==> src/logic/serial_status_cfg.svh <==
// offsets, field positions and counts for the serial status block
`ifndef SERIAL_STATUS_CFG_SVH
`define SERIAL_STATUS_CFG_SVH

// readable locations filled by a status request
`define OFF_ERROR_FLAGS 10'h2ea
`define OFF_SENSE_OR_IN_LOW 10'h2eb
`define OFF_IN_COUNT_HIGH 10'h2ec
`define OFF_OUT_COUNT 10'h2ed

// error flag bit positions
`define BIT_FRAMING 7
`define BIT_OVERRUN 6
`define BIT_PARITY 5
`define BIT_OVERFLOW 4
`define BIT_ILLEGAL 3
`define BIT_NOT_READY 2
`define BIT_BLOCK 1
`define BIT_COMMAND 0

// configuration encodings
`define WORD_SIZE_8 2'h0
`define BAUD_CODE_300 4'h8
`define PORT_IDX_1 2'h0
`define PORT_IDX_4 2'h3

// buffer sizes and reset values
`define IN_BUF_DEPTH 8
`define OUT_BUF_DEPTH 32
`define FLAGS_RESET 8'h00

`endif

==> src/logic/serial_status_pkg.sv <==
// types shared by the serial status block
package serial_status_pkg;

  typedef enum logic [2:0] {
    cmd_start_concurrent,
    cmd_block_output,
    cmd_configure,
    cmd_control,
    cmd_close,
    cmd_unknown
  } cmd_type;

  // monitor bits: [2] data set ready, [1] clear to send, [0] carrier
  typedef struct packed {
    logic [1:0] word_size;
    logic [3:0] baud_code;
    logic [2:0] monitor;
    logic [1:0] port;
    logic both_dirs;
    logic parity_check;
  } port_config_type;

  typedef struct packed {
    logic dsr;
    logic cts;
    logic carrier_detect_line;
  } ready_lines_type;

  typedef struct packed {
    logic [7:0] data;
    logic stop_ok;
    logic parity_ok;
    logic missed;
  } rx_char_type;

  typedef struct packed {
    cmd_type code;
    logic with_input;
    logic block_bad;
  } command_type;

endpackage

==> src/logic/serial_status.sv <==
// serial port status and error reporting with its input buffer
// Notes on behaviour
// - framing flag when stop bit missing
// - module checks framing only for short words
// - framing flag raised on arrival, not readout
// - framing cleared by idle status, configure, control
// - other flags cleared by any command
// - overrun flag on first stored char after loss
// - parity flag only when checking; status clears
// - full buffer overwrites oldest; overflow flag
// - illegal option for short-word concurrent input
// - illegal option also sets command error
// - not-ready flag when monitored line off
// - data block error on bad output block
// - command error and nak on bad command
// - active status returns input and output counts
// - output count never exceeds thirty-two
// - idle status returns sense byte
// - line history spans since last idle status
// - ports 2-4 report missing lines as on
// - data set ready field in top bits
// - ready field zero when always off
// - clear-to-send field 48/32/16/0
// - carrier field 12/8/4/0
// - lowest sense bit is receive line level
`timescale 1ns/1ps
`include "serial_status_cfg.svh"

module byte_fifo #(
  parameter int WIDTH = 8,
  parameter int DEPTH = `IN_BUF_DEPTH,
  parameter int CNT_W = $clog2(DEPTH + 1)
) (
  // clock and reset
  input wire logic i_clk_sys,
  input wire logic i_reset,
  // fill side
  input wire logic i_in_valid,
  input wire logic [WIDTH-1:0] i_in_data,
  output logic o_in_ready,
  // drain side
  output logic o_out_valid,
  output logic [WIDTH-1:0] o_out_data,
  input wire logic i_out_ready,
  // fill level
  output logic [CNT_W-1:0] o_count
);
  localparam int PTR_W = (DEPTH > 1) ? $clog2(DEPTH) : 1;

  typedef struct packed {
    logic [PTR_W-1:0] wr;
    logic [PTR_W-1:0] rd;
    logic [CNT_W-1:0] count;
  } fifo_state_type;

  fifo_state_type state;
  fifo_state_type next_state;
  logic [WIDTH-1:0] mem [DEPTH];
  logic push;
  logic pop;

  function automatic logic [PTR_W-1:0] advance(input logic [PTR_W-1:0] p);
    advance = (p == PTR_W'(DEPTH - 1)) ? '0 : p + PTR_W'(1);
  endfunction

  assign o_out_valid = (state.count != '0);
  // a full buffer still takes a word when one leaves in the same cycle
  assign o_in_ready = (state.count != CNT_W'(DEPTH)) || i_out_ready;
  assign o_out_data = mem[state.rd];
  assign o_count = state.count;
  assign push = i_in_valid && o_in_ready;
  assign pop = o_out_valid && i_out_ready;

  always_comb begin
    next_state = state;
    if (push) begin
      next_state.wr = advance(state.wr);
    end
    if (pop) begin
      next_state.rd = advance(state.rd);
    end
    if (push && !pop) begin
      next_state.count = state.count + CNT_W'(1);
    end else if (pop && !push) begin
      next_state.count = state.count - CNT_W'(1);
    end
  end

  always_ff @(posedge i_clk_sys or posedge i_reset) begin
    if (i_reset) begin
      state <= '0;
    end else begin
      state <= next_state;
    end
  end

  // storage needs no reset; only the pointers qualify it
  always_ff @(posedge i_clk_sys) begin
    if (push) begin
      mem[state.wr] <= i_in_data;
    end
  end
endmodule // byte_fifo

module serial_status
  import serial_status_pkg::*;
#(
  parameter int IN_DEPTH = `IN_BUF_DEPTH,
  parameter int OUT_DEPTH = `OUT_BUF_DEPTH
) (
  // clock and reset
  input wire logic i_clk_sys,
  input wire logic i_reset,
  // port configuration
  input wire port_config_type i_config,
  // readiness and receive lines, high is on or mark
  input wire ready_lines_type i_lines,
  input wire logic i_receive_data_line,
  // commands from the host
  input wire logic i_cmd_valid,
  input wire command_type i_cmd,
  output logic o_cmd_ack,
  output logic o_cmd_nak,
  output logic o_concurrent_active,
  // status request and location reads
  input wire logic i_status_req,
  input wire logic i_rd_en,
  input wire logic [9:0] i_rd_addr,
  output logic [7:0] o_rd_data,
  // received characters into the input buffer
  input wire logic i_rx_valid,
  input wire rx_char_type i_rx_char,
  output logic o_rx_ready,
  // input buffer drain
  output logic o_data_valid,
  output logic [7:0] o_data,
  input wire logic i_data_ready,
  // output buffer occupancy
  input wire logic i_out_push,
  input wire logic i_out_pop,
  output logic o_out_full
);
  localparam int CNT_W = $clog2(IN_DEPTH + 1);

  typedef struct packed {
    logic [7:0] flags;
    logic active;
    ready_lines_type ever_on;
    ready_lines_type ever_off;
    logic [3:0][7:0] snap;
    logic [5:0] out_count;
    logic [7:0] rd_data;
    logic ack;
    logic nak;
  } status_state_type;

  status_state_type state;
  status_state_type next_state;
  logic [CNT_W-1:0] in_count;
  logic fifo_in_ready;
  logic fifo_full;
  logic discard_oldest;
  logic rx_taken;

  // lines a port does not wire are reported as always on
  function automatic ready_lines_type port_lines(
    input ready_lines_type raw, input logic [1:0] port);
    port_lines = raw;
    if (port != `PORT_IDX_1) begin
      port_lines.cts = 1'b1;
      port_lines.carrier_detect_line = 1'b1;
    end
    if (port == `PORT_IDX_4) begin
      port_lines.dsr = 1'b1;
    end
  endfunction

  // two-bit history field: on now, then always-on / not-always-off
  function automatic logic [1:0] sense_field(
    input logic now, input logic was_on, input logic was_off);
    sense_field = now ? {1'b1, !was_off} : {1'b0, was_on};
  endfunction

  assign fifo_full = (in_count == CNT_W'(IN_DEPTH));
  // newest character wins: the oldest is dropped to make room
  assign discard_oldest = fifo_full && i_rx_valid;
  assign rx_taken = i_rx_valid && fifo_in_ready;
  assign o_rx_ready = fifo_in_ready;

  byte_fifo #(
    .WIDTH(8),
    .DEPTH(IN_DEPTH),
    .CNT_W(CNT_W)
  ) input_buffer (
    .i_clk_sys(i_clk_sys),
    .i_reset(i_reset),
    .i_in_valid(i_rx_valid),
    .i_in_data(i_rx_char.data),
    .o_in_ready(fifo_in_ready),
    .o_out_valid(o_data_valid),
    .o_out_data(o_data),
    .i_out_ready(i_data_ready || discard_oldest),
    .o_count(in_count)
  );

  always_comb begin
    ready_lines_type lines;
    ready_lines_type hist_on;
    ready_lines_type hist_off;
    logic [7:0] clr;
    logic [7:0] set;
    logic short_word;
    logic starts;
    logic [15:0] in_count_16;
    lines = port_lines(i_lines, i_config.port);
    // history as it stands including the present sample
    hist_on = state.ever_on | lines;
    hist_off = state.ever_off | ~lines;
    clr = 8'h00;
    set = 8'h00;
    short_word = (i_config.word_size != `WORD_SIZE_8);
    starts = i_cmd_valid && (i_cmd.code == cmd_start_concurrent ||
      i_cmd.code == cmd_block_output);
    in_count_16 = 16'(in_count);
    next_state = state;
    next_state.ack = 1'b0;
    next_state.nak = 1'b0;

    if (i_status_req && !state.active) begin
      next_state.ever_on = lines;
      next_state.ever_off = ~lines;
    end else begin
      next_state.ever_on = hist_on;
      next_state.ever_off = hist_off;
    end

    // received character events, flagged as the character lands
    if (rx_taken) begin
      if (short_word && !i_rx_char.stop_ok) begin
        set[`BIT_FRAMING] = 1'b1;
      end
      if (i_rx_char.missed) begin
        set[`BIT_OVERRUN] = 1'b1;
      end
      if (i_config.parity_check && !i_rx_char.parity_ok) begin
        set[`BIT_PARITY] = 1'b1;
      end
      if (fifo_full) begin
        set[`BIT_OVERFLOW] = 1'b1;
      end
    end

    // commands: flags from the previous operation go, framing stays unless configure or control
    if (i_cmd_valid) begin
      clr = 8'h7f;
      if (i_cmd.code == cmd_configure || i_cmd.code == cmd_control) begin
        clr[`BIT_FRAMING] = 1'b1;
      end
      unique case (i_cmd.code)
        cmd_start_concurrent: begin
          if (short_word && i_cmd.with_input &&
              (i_config.both_dirs ||
               i_config.baud_code > `BAUD_CODE_300)) begin
            set[`BIT_ILLEGAL] = 1'b1;
            set[`BIT_COMMAND] = 1'b1;
          end
        end
        cmd_block_output: begin
          if (i_cmd.block_bad) begin
            set[`BIT_BLOCK] = 1'b1;
          end
        end
        cmd_unknown: begin
          set[`BIT_COMMAND] = 1'b1;
        end
        cmd_configure, cmd_control: begin
          // a busy port cannot be reconfigured
          if (state.active) begin
            set[`BIT_COMMAND] = 1'b1;
          end
        end
        cmd_close: begin
        end
        default: set[`BIT_COMMAND] = 1'b1;
      endcase
      // unmonitored lines never block an operation
      if (starts && ((i_config.monitor & ~lines) != 3'h0)) begin
        set[`BIT_NOT_READY] = 1'b1;
      end
      if (set[`BIT_COMMAND] || set[`BIT_NOT_READY] || set[`BIT_BLOCK]) begin
        next_state.nak = 1'b1;
      end else begin
        next_state.ack = 1'b1;
        if (i_cmd.code == cmd_start_concurrent) begin
          next_state.active = 1'b1;
        end else if (i_cmd.code == cmd_close) begin
          next_state.active = 1'b0;
        end
      end
    end

    // status request: capture the locations, then clear
    if (i_status_req) begin
      next_state.snap[0] = state.flags | set;
      if (state.active) begin
        next_state.snap[1] = in_count_16[7:0];
        next_state.snap[2] = in_count_16[15:8];
        next_state.snap[3] = {2'h0, state.out_count};
        clr[`BIT_PARITY] = 1'b1;
        clr[`BIT_OVERFLOW] = 1'b1;
      end else begin
        next_state.snap[1] = {
          sense_field(lines.dsr, hist_on.dsr,
            hist_off.dsr),
          sense_field(lines.cts, hist_on.cts,
            hist_off.cts),
          sense_field(lines.carrier_detect_line,
            hist_on.carrier_detect_line,
            hist_off.carrier_detect_line),
          1'b0,
          i_receive_data_line};
        next_state.snap[2] = 8'h00;
        next_state.snap[3] = 8'h00;
        clr[`BIT_FRAMING] = 1'b1;
        clr[`BIT_PARITY] = 1'b1;
        clr[`BIT_OVERFLOW] = 1'b1;
        clr[`BIT_ILLEGAL] = 1'b1;
        clr[`BIT_NOT_READY] = 1'b1;
      end
    end
    // an event in the clearing cycle survives the clear
    next_state.flags = (state.flags & ~clr) | set;

    // output buffer occupancy, capped at its depth
    if (i_out_push && !i_out_pop &&
        state.out_count < 6'(OUT_DEPTH)) begin
      next_state.out_count = state.out_count + 6'h01;
    end else if (i_out_pop && !i_out_push && state.out_count != 6'h00) begin
      next_state.out_count = state.out_count - 6'h01;
    end

    // location reads, unmapped addresses read zero
    if (i_rd_en) begin
      unique case (i_rd_addr)
        `OFF_ERROR_FLAGS: next_state.rd_data = state.snap[0];
        `OFF_SENSE_OR_IN_LOW: next_state.rd_data = state.snap[1];
        `OFF_IN_COUNT_HIGH: next_state.rd_data = state.snap[2];
        `OFF_OUT_COUNT: next_state.rd_data = state.snap[3];
        default: next_state.rd_data = 8'h00;
      endcase
    end
  end

  always_ff @(posedge i_clk_sys or posedge i_reset) begin
    if (i_reset) begin
      state <= '0;
      state.flags <= `FLAGS_RESET;
    end else begin
      state <= next_state;
    end
  end

  assign o_cmd_ack = state.ack;
  assign o_cmd_nak = state.nak;
  assign o_concurrent_active = state.active;
  assign o_rd_data = state.rd_data;
  assign o_out_full = (state.out_count == 6'(OUT_DEPTH));
endmodule // serial_status

==> config.mk <==
export PLATFORM = sky130hd
export DESIGN_NAME = serial_status
export DESIGN_NICKNAME = d
export VERILOG_FILES = /design/src/logic/serial_status_pkg.sv /design/src/logic/serial_status.sv
export VERILOG_INCLUDE_DIRS = /design/src /design/src/logic
export SDC_FILE = /design/constraint.sdc
export NUM_CORES = 1
export LEC_CHECK = 0
export ABC_AREA = 1
export BUFFER_PORTS_ARGS = -buffer_cell sky130_fd_sc_hd__buf_2
export CAP_MARGIN = 40
export CORE_MARGIN = 2
export CORE_UTILIZATION = 50
export DETAILED_ROUTE_END_ITERATION = 8
export GPL_ROUTABILITY_DRIVEN = 0
export PLACE_DENSITY_LB_ADDON = 0.2
export SETUP_SLACK_MARGIN = 0.1
export SLEW_MARGIN = 20
export SYNTH_ARGS = -nofsm -noshare
export SYNTH_HDL_FRONTEND = slang
export SYNTH_HIERARCHICAL = 1
export SYNTH_SLANG_ARGS = --single-unit
==> constraint.sdc <==
create_clock -name i_clk_sys -period 2.42 [get_ports i_clk_sys]
set_clock_uncertainty 0.05 [all_clocks]
set_input_delay 0.363 -clock i_clk_sys [delete_from_list [all_inputs] [get_ports i_clk_sys]]
set_output_delay 0.363 -clock i_clk_sys [all_outputs]
set_load 0.02 [all_outputs]
==> out/results.md, run 1 <==
• 50.7% — initial cell density of the core
• register — startpoint type of the worst setup path
• in2reg — path class of the lowest-slack min-delay path
• 6 — Synthesis Warnings
• 302 — violation count after the first detailed-route iteration
• 2 — maximum clock path buffer count
• reg2reg — critical path start-end classification
• 9.43 µm² — mean instance size in the synthesized netlist
• 3500 µm² — sequential cell area
• 0 — Final ANT Viol Nets
• 0.0358 ns — post-placement worst setup slack
• 2.54 ns — data arrival at the endpoint of the critical path
• 5 — number of detailed-route iterations in the first pass
• 43 — number of distinct library cells after synthesis
• 2.66 ns — endpoint required time on the critical path
• 58.1% — sequential share of the synthesized area
• 17 — Inserted Clock Buffers
• 14.6 µm — Routed WL per cell
• 5 — top fanout value on the critical path
• 7070 µm² — post-route standard cell area excluding fillers
• 52.4% — Max-Slew Margin vs Limit
• 21800 µm — global-route wire length before repair
• 785 — NumNets Final
• 4586 — via count of the first global-routing pass
• 481 µV — maximum vdd ir drop
• 59.6% — core utilization of the finished layout
• 7.79 mW — Pwr Total
• 17.4% — Syn-to-layout area delta
• 0.40 ns — clock latency reported for the late side of the worst-skew pair
• 0.711 ns — Worst-Margin Slew
• 73 — count of port buffers added during placement
• nand2_1, buf_2, edfxtp_1, dfrtp_1, inv_1 — most frequent cells in the layout
• 74 — I/O Pins
• 1100 nW/µm² — Cell Pwr Density
• clkbuf_16 — Clk Tree Root Cell
• 0.05 ns — clock edge transition at the registers on the reported setup and hold paths
• 0 — remaining routing DRC violations
• 0 — grt ovf
• 3.29 nW — leakage
• 2.30 ns — minimum clock period
• 95.1% — period utilisation layout
• 20.6% — share of post-route cells with drive strength above 1
• 0 — final number of setup-violating endpoints
• 6530 µm² — instance area at placement
• 4592 — count of vias placed by the detailed router
• 0 — number of antenna violations at the first check in global routing
• 127 — total of flip-flops plus latches after synthesis
• 11900 µm² — placeable core area
• 114 µm — Chip Height
• 5.22 — routed vias/inst
• 21.8% — global router's overall resource usage
• nand2_1 — most common library cell in the layout ignoring fill and taps
• 2090 µm² — combined area of the multi-input logic cells
• 0 — Max Transition Viols Final
• 12900 µm — final routed wirelength across all metal layers
• 1018 — fill cell instance count of the final layout
• 12900 µm² — full die area
• 127 — clock sink count
• nor4_4, a21o_1, buf_4, nand2_2, ha_4, inv_4, ha_4, or2_2, nand2_1, nand2_1, nand3_1, nand2_1 — sequence of cells on the critical path
• nand2_1 — most repeated library cell on the critical path
• 0 — diodes inserted
• 4 — H-tree depth reported by CTS
• 9080 µm — Detail Placement HPWL
• 703 — syn_nets
• 638 — cells after synthesis
• 0 — max-cap violation count
• 0.119 ns — least setup slack across all paths after layout
• register — Setup crit end kind
• done — CTS tree
• 435 MHz — Max Clk Rate
• 0.41 ns — biggest cell delay along the critical path
• 40 — site row count
• 33 — largest net degree at the start of global routing
• 114 µm — width of the die
• 0 — count of endpoints failing hold in the final timing report
• finished clean — outcome
• 6020 µm² — netlist area before placement
• dfrtp_1 — slowest cell on the critical path
• yes — setup repair after global routing missed its margin
per-layer routing:
metal	wire length, µm	part of all wire, %	global-route usage (%)	vias to the layer above
li1	-	-	-	2257
met1	5370	42	26.0	2202
met2	6810	53	38.7	115
met3	505	3.9	4.89	18
met4	180	1.4	8.37	0
met5	0	0	0	-
critical path, delay by kind of cell, from the launching register on:
family / cells / cell delay (ns)
AOI/OAI and AO/OA: 1 / 0.19
adders and majority gates: 2 / 0.41
buffers and inverters: 2 / 0.20
DFF: 1 / 0.41
and+or+nand+nor: 7 / 0.93
power by group:
group	leakage (nW)	switching [mW]	internal (mW)
Combinational	1.68	1.68	0.997
Sequential	1.37	0.297	2.67
Clock	0.245	0.857	1.29
Total	3.29	2.83	4.95
synth_stat cells, drive strengths merged:
| cell type | instances | area [µm²] |
|---|---|---|
| a21o | 2 | 15.0 |
| a21oi | 7 | 38.8 |
| a22o | 1 | 8.76 |
| a31o | 1 | 8.76 |
| a31oi | 8 | 50.1 |
| and3 | 1 | 6.26 |
| buf | 28 | 224 |
| clkbuf | 3 | 11.3 |
| clkinv | 1 | 3.75 |
| dfrtp | 63 | 1580 |
| edfxtp | 64 | 1920 |
| fa | 2 | 40.0 |
| ha | 11 | 138 |
| inv | 65 | 249 |
| nand2 | 212 | 806 |
| nand3 | 21 | 110 |
| nand3b | 2 | 15.0 |
| nand4 | 6 | 37.5 |
| nor2 | 43 | 181 |
| nor3 | 12 | 70.1 |
| nor4 | 2 | 12.5 |
| o211ai | 4 | 30.0 |
| o21ai | 60 | 315 |
| o221ai | 1 | 8.76 |
| o22ai | 6 | 37.5 |
| o31ai | 3 | 27.5 |
| or2 | 2 | 12.5 |
| xnor2 | 4 | 35.0 |
| xor2 | 3 | 26.3 |
area by class of cell:
type / instances / area share, %
Timing Repair Buffer: 94 / 7.67
Tap cell: 147 / 2.60
Sequential cell: 127 / 49.5
Clock buffer: 23 / 6.34
Multi-Input combinational cell: 414 / 29.6
Inverter: 66 / 3.68
Clock inverter: 9 / 0.637
metrics by stage:
stage / hold WS [ns] / std cells / setup TNS [ns]
2_1_floorplan: 0.153 / 638 / -1.54
3_3_place_gp: 0.334 / 845 / 0
3_5_place_dp: 0.347 / 845 / 0
4_1_cts: 0.137 / 880 / 0
5_1_grt: 0.164 / 880 / 0
6_report: 0.154 / 880 / 0
final timing paths:
| check | from | endpoint | slack [ns] | cells past startpoint |
|---|---|---|---|---|
| worst max-delay path | input_buffer/o_count[0] | input_buffer/o_count[3] | 0.12 | 12 |
| worst min-delay path | i_receive_data_line | state[24] | 0.15 | 3 |
| worst max register to register | input_buffer/o_count[0] | input_buffer/o_count[3] | 0.12 | 12 |
| worst min register to register | state[52] | state[52] | 0.42 | 2 |
| max in group asynchronous | i_reset | state[20] | 1.22 | 4 |
| min in group asynchronous | i_reset | input_buffer/state[6] | 0.46 | 3 |
what timing repair did:
item,in CTS,in global routing
resized for setup,0,5
endpoints found under the hold margin,10,0
hold buffers,1,0
setup buffers,2,0
setup endpoints to repair,1,10
pin swaps,1,3
sequential cells by signal, summed over array words and instances, names as in the netlist, named ones only:
register,count
state,40
o_concurrent_active,1
o_cmd_ack,1
o_rd_data,8
input_buffer/o_count,4
input_buffer/mem,64
o_cmd_nak,1
input_buffer/state,6
cell families after synthesis:
group	share of synthesized area [%]
compound gates	8.98
xor+xnor	1.02
fa+ha+maj	2.95
buf+inv	8.11
flops	58.1
simple gates	20.8
(Power assumes the default switching activity.)
==> inputs of run 2 (changes only) <==
clock period = 2.5 ns   (was 2.42 ns; I/O delays follow)
==> out/results.md, run 2 (synthesized netlist as in run 1, its figures left out) <==
• finished clean — outcome
• 0 — number of antenna violations at the first check in global routing, unchanged
• 15 — path depth of the worst reg2reg path, +3
• 0 — grt ovf, unchanged
• 11900 µm² — placeable core area, unchanged
• reg2reg — critical path start-end classification
• 0.40 ns — clock latency reported for the late side of the worst-skew pair, about the same
• 4578 — count of vias placed by the detailed router, -0.30%
• 251 — violation count after the first detailed-route iteration, -17%
• 2.29 ns — minimum clock period, -0.00701 ns
• 0 — Max Transition Viols Final, unchanged
• 14.7 µm — Routed WL per cell, +0.46%
• 0 — final number of setup-violating endpoints, unchanged
• 436 MHz — Max Clk Rate, +0.31%
• 1080 nW/µm² — Cell Pwr Density, -2.3%
• 50.7% — initial cell density of the core, unchanged
• 127 — clock sink count, unchanged
• 2 — maximum clock path buffer count, unchanged
• 114 µm — Chip Height, unchanged
• 994 — fill cell instance count of the final layout, -2.4%
• 4617 — via count of the first global-routing pass, +0.68%
• 0 — Final ANT Viol Nets, unchanged
• nand2_1, buf_2, edfxtp_1, dfrtp_1, inv_1 — most frequent cells in the layout
• 4 — top fanout value on the critical path, -1
• 17 — Inserted Clock Buffers, unchanged
• 40 — site row count, unchanged
• input_buffer/mem — Most flops, register
• 33 — largest net degree at the start of global routing, unchanged
• 9110 µm — Detail Placement HPWL, +0.32%
• 21.6% — global router's overall resource usage, -0.27 points
• 2.54 ns — data arrival at the endpoint of the critical path, about the same
• 20.3% — share of post-route cells with drive strength above 1, -0.27 points
• register — startpoint type of the worst setup path
• 12900 µm² — full die area, unchanged
• 5 — number of detailed-route iterations in the first pass, unchanged
• 73 — count of port buffers added during placement, unchanged
• 0 ns — Post-Route Setup TNS, unchanged
• 0.715 ns — Worst-Margin Slew, +0.00400 ns
• 0 — count of endpoints failing hold in the final timing report, unchanged
• 0 — diodes inserted, unchanged
• 64 — number of flip-flops in the largest register, unchanged
• 74 — I/O Pins, unchanged
• 21500 µm — global-route wire length before repair, -1.2%
• 0.21 ns — slack of the worst reg-to-reg path, +0.09 ns
• i_receive_data_line — origin of the worst min-delay path
• no — setup repair after global routing missed its margin
• 91.7% — period utilisation layout, -3.3 points
• 5.20 — routed vias/inst, -0.30%
• 7110 µm² — post-route standard cell area excluding fillers, +0.62%
• 3 — worst hold path cell count, unchanged
• input_buffer/o_count[3] — Crit Reg-Reg Endpoint
• 12900 µm — final routed wirelength across all metal layers, +0.46%
• 0 — max-cap violation count, unchanged
• 533 µV — maximum vdd ir drop, +11%
• nand2_1 — most common library cell in the layout ignoring fill and taps
• 2.74 ns — endpoint required time on the critical path, +0.08 ns
• 52.2% — Max-Slew Margin vs Limit, -0.27 points
• 4 — H-tree depth reported by CTS, unchanged
• in2reg — path class of the lowest-slack min-delay path
• clkbuf_16 — Clk Tree Root Cell
• register — Setup crit end kind
• 786 — NumNets Final, +0.13%
• 0 — remaining routing DRC violations, unchanged
• 0.05 ns — clock edge transition at the registers on the reported setup and hold paths, about the same
• 3.31 nW — leakage, +0.52%
• input_buffer/o_count[3] — worst r2r src
• 114 µm — width of the die, unchanged
• 6510 µm² — instance area at placement, -0.31%
• state[24] — worst hold path endpoint
• done — CTS tree
• 18.2% — Syn-to-layout area delta
run 2: through the flow:
step | instances | power [mW] | utilization (%) | worst slack (ns) | hold slack [ns]
2_1_floorplan | 638 | 4.84 | - | 0.0562 | 0.165
3_3_place_gp | 844 | 5.33 | 54.9 | 0.0845 | 0.292
3_5_place_dp | 844 | 5.42 | 54.9 | 0.00919 | 0.299
4_1_cts | 878 | 7.69 | 59.6 | 0.122 | 0.152
5_1_grt | 880 | 8.19 | 59.9 | 0.102 | 0.166
6_report | 880 | 7.66 | 59.9 | 0.206 | 0.163
run 2: routing by layer:
layer | GRT usage, % | up-vias | share of wire, %
met4 | 11.5 | 0 | 2.9
met1 | 25.8 | 2162 | 42
met3 | 4.62 | 35 | 4.8
li1 | - | 2251 | -
met5 | 0 | - | 0
met2 | 36.7 | 130 | 51
run 2: what timing repair did:
item                       4_1_cts  5_1_grt
setup endpoints to repair        2        4
buffers inserted                 2        2
resized for setup                0        5
hold buffers                     1        0
hold endpoints to repair        21        0
pin swaps                        1        4
run 2: cell type report:
cell class	instances	area [µm²]	area share [%]
sequential	127	3500	49.2
timing repair buffer	95	533	7.50
clock inverter	2	35.0	0.493
inverter	66	263	3.70
multi-input combinational	414	2100	29.5
tap	147	184	2.59
clock buffer	29	500	7.04
run 2: worst max-delay path by stage:
stage | slack, ns | depth (start not counted) | startpoint | end
after global placement | 0.08 | 15 | input_buffer/o_count[3] | input_buffer/o_count[3]
after CTS | 0.12 | 14 | input_buffer/o_count[2] | input_buffer/o_count[3]
after floorplan | 0.06 | 8 | input_buffer/o_count[2] | input_buffer/mem[0][0]
after detailed placement | 0.009 | 15 | input_buffer/o_count[3] | input_buffer/o_count[3]
final | 0.21 | 15 | input_buffer/o_count[3] | input_buffer/o_count[3]
after global routing | 0.10 | 8 | input_buffer/state[4] | o_data[4]
run 2: report_power, final:
part / switching, mW / leakage [nW] / internal [mW]
Clock: 0.789 / 0.260 / 1.44
Sequential: 0.297 / 1.37 / 2.59
Combinational: 1.59 / 1.68 / 0.958
Total: 2.67 / 3.31 / 4.98
run 2: critical path, cell delays in order (launching register included):
cell     delay [ns]
dfrtp_1        0.38
inv_1          0.13
nor4_4         0.07
a21o_1         0.20
nor2_2         0.12
nand3_4        0.11
nand2_8        0.10
inv_6          0.04
ha_4           0.16
inv_4          0.08
ha_4           0.22
or2_2          0.29
nand2_1        0.06
nand2_1        0.05
nand3_1        0.07
nand2_1        0.05
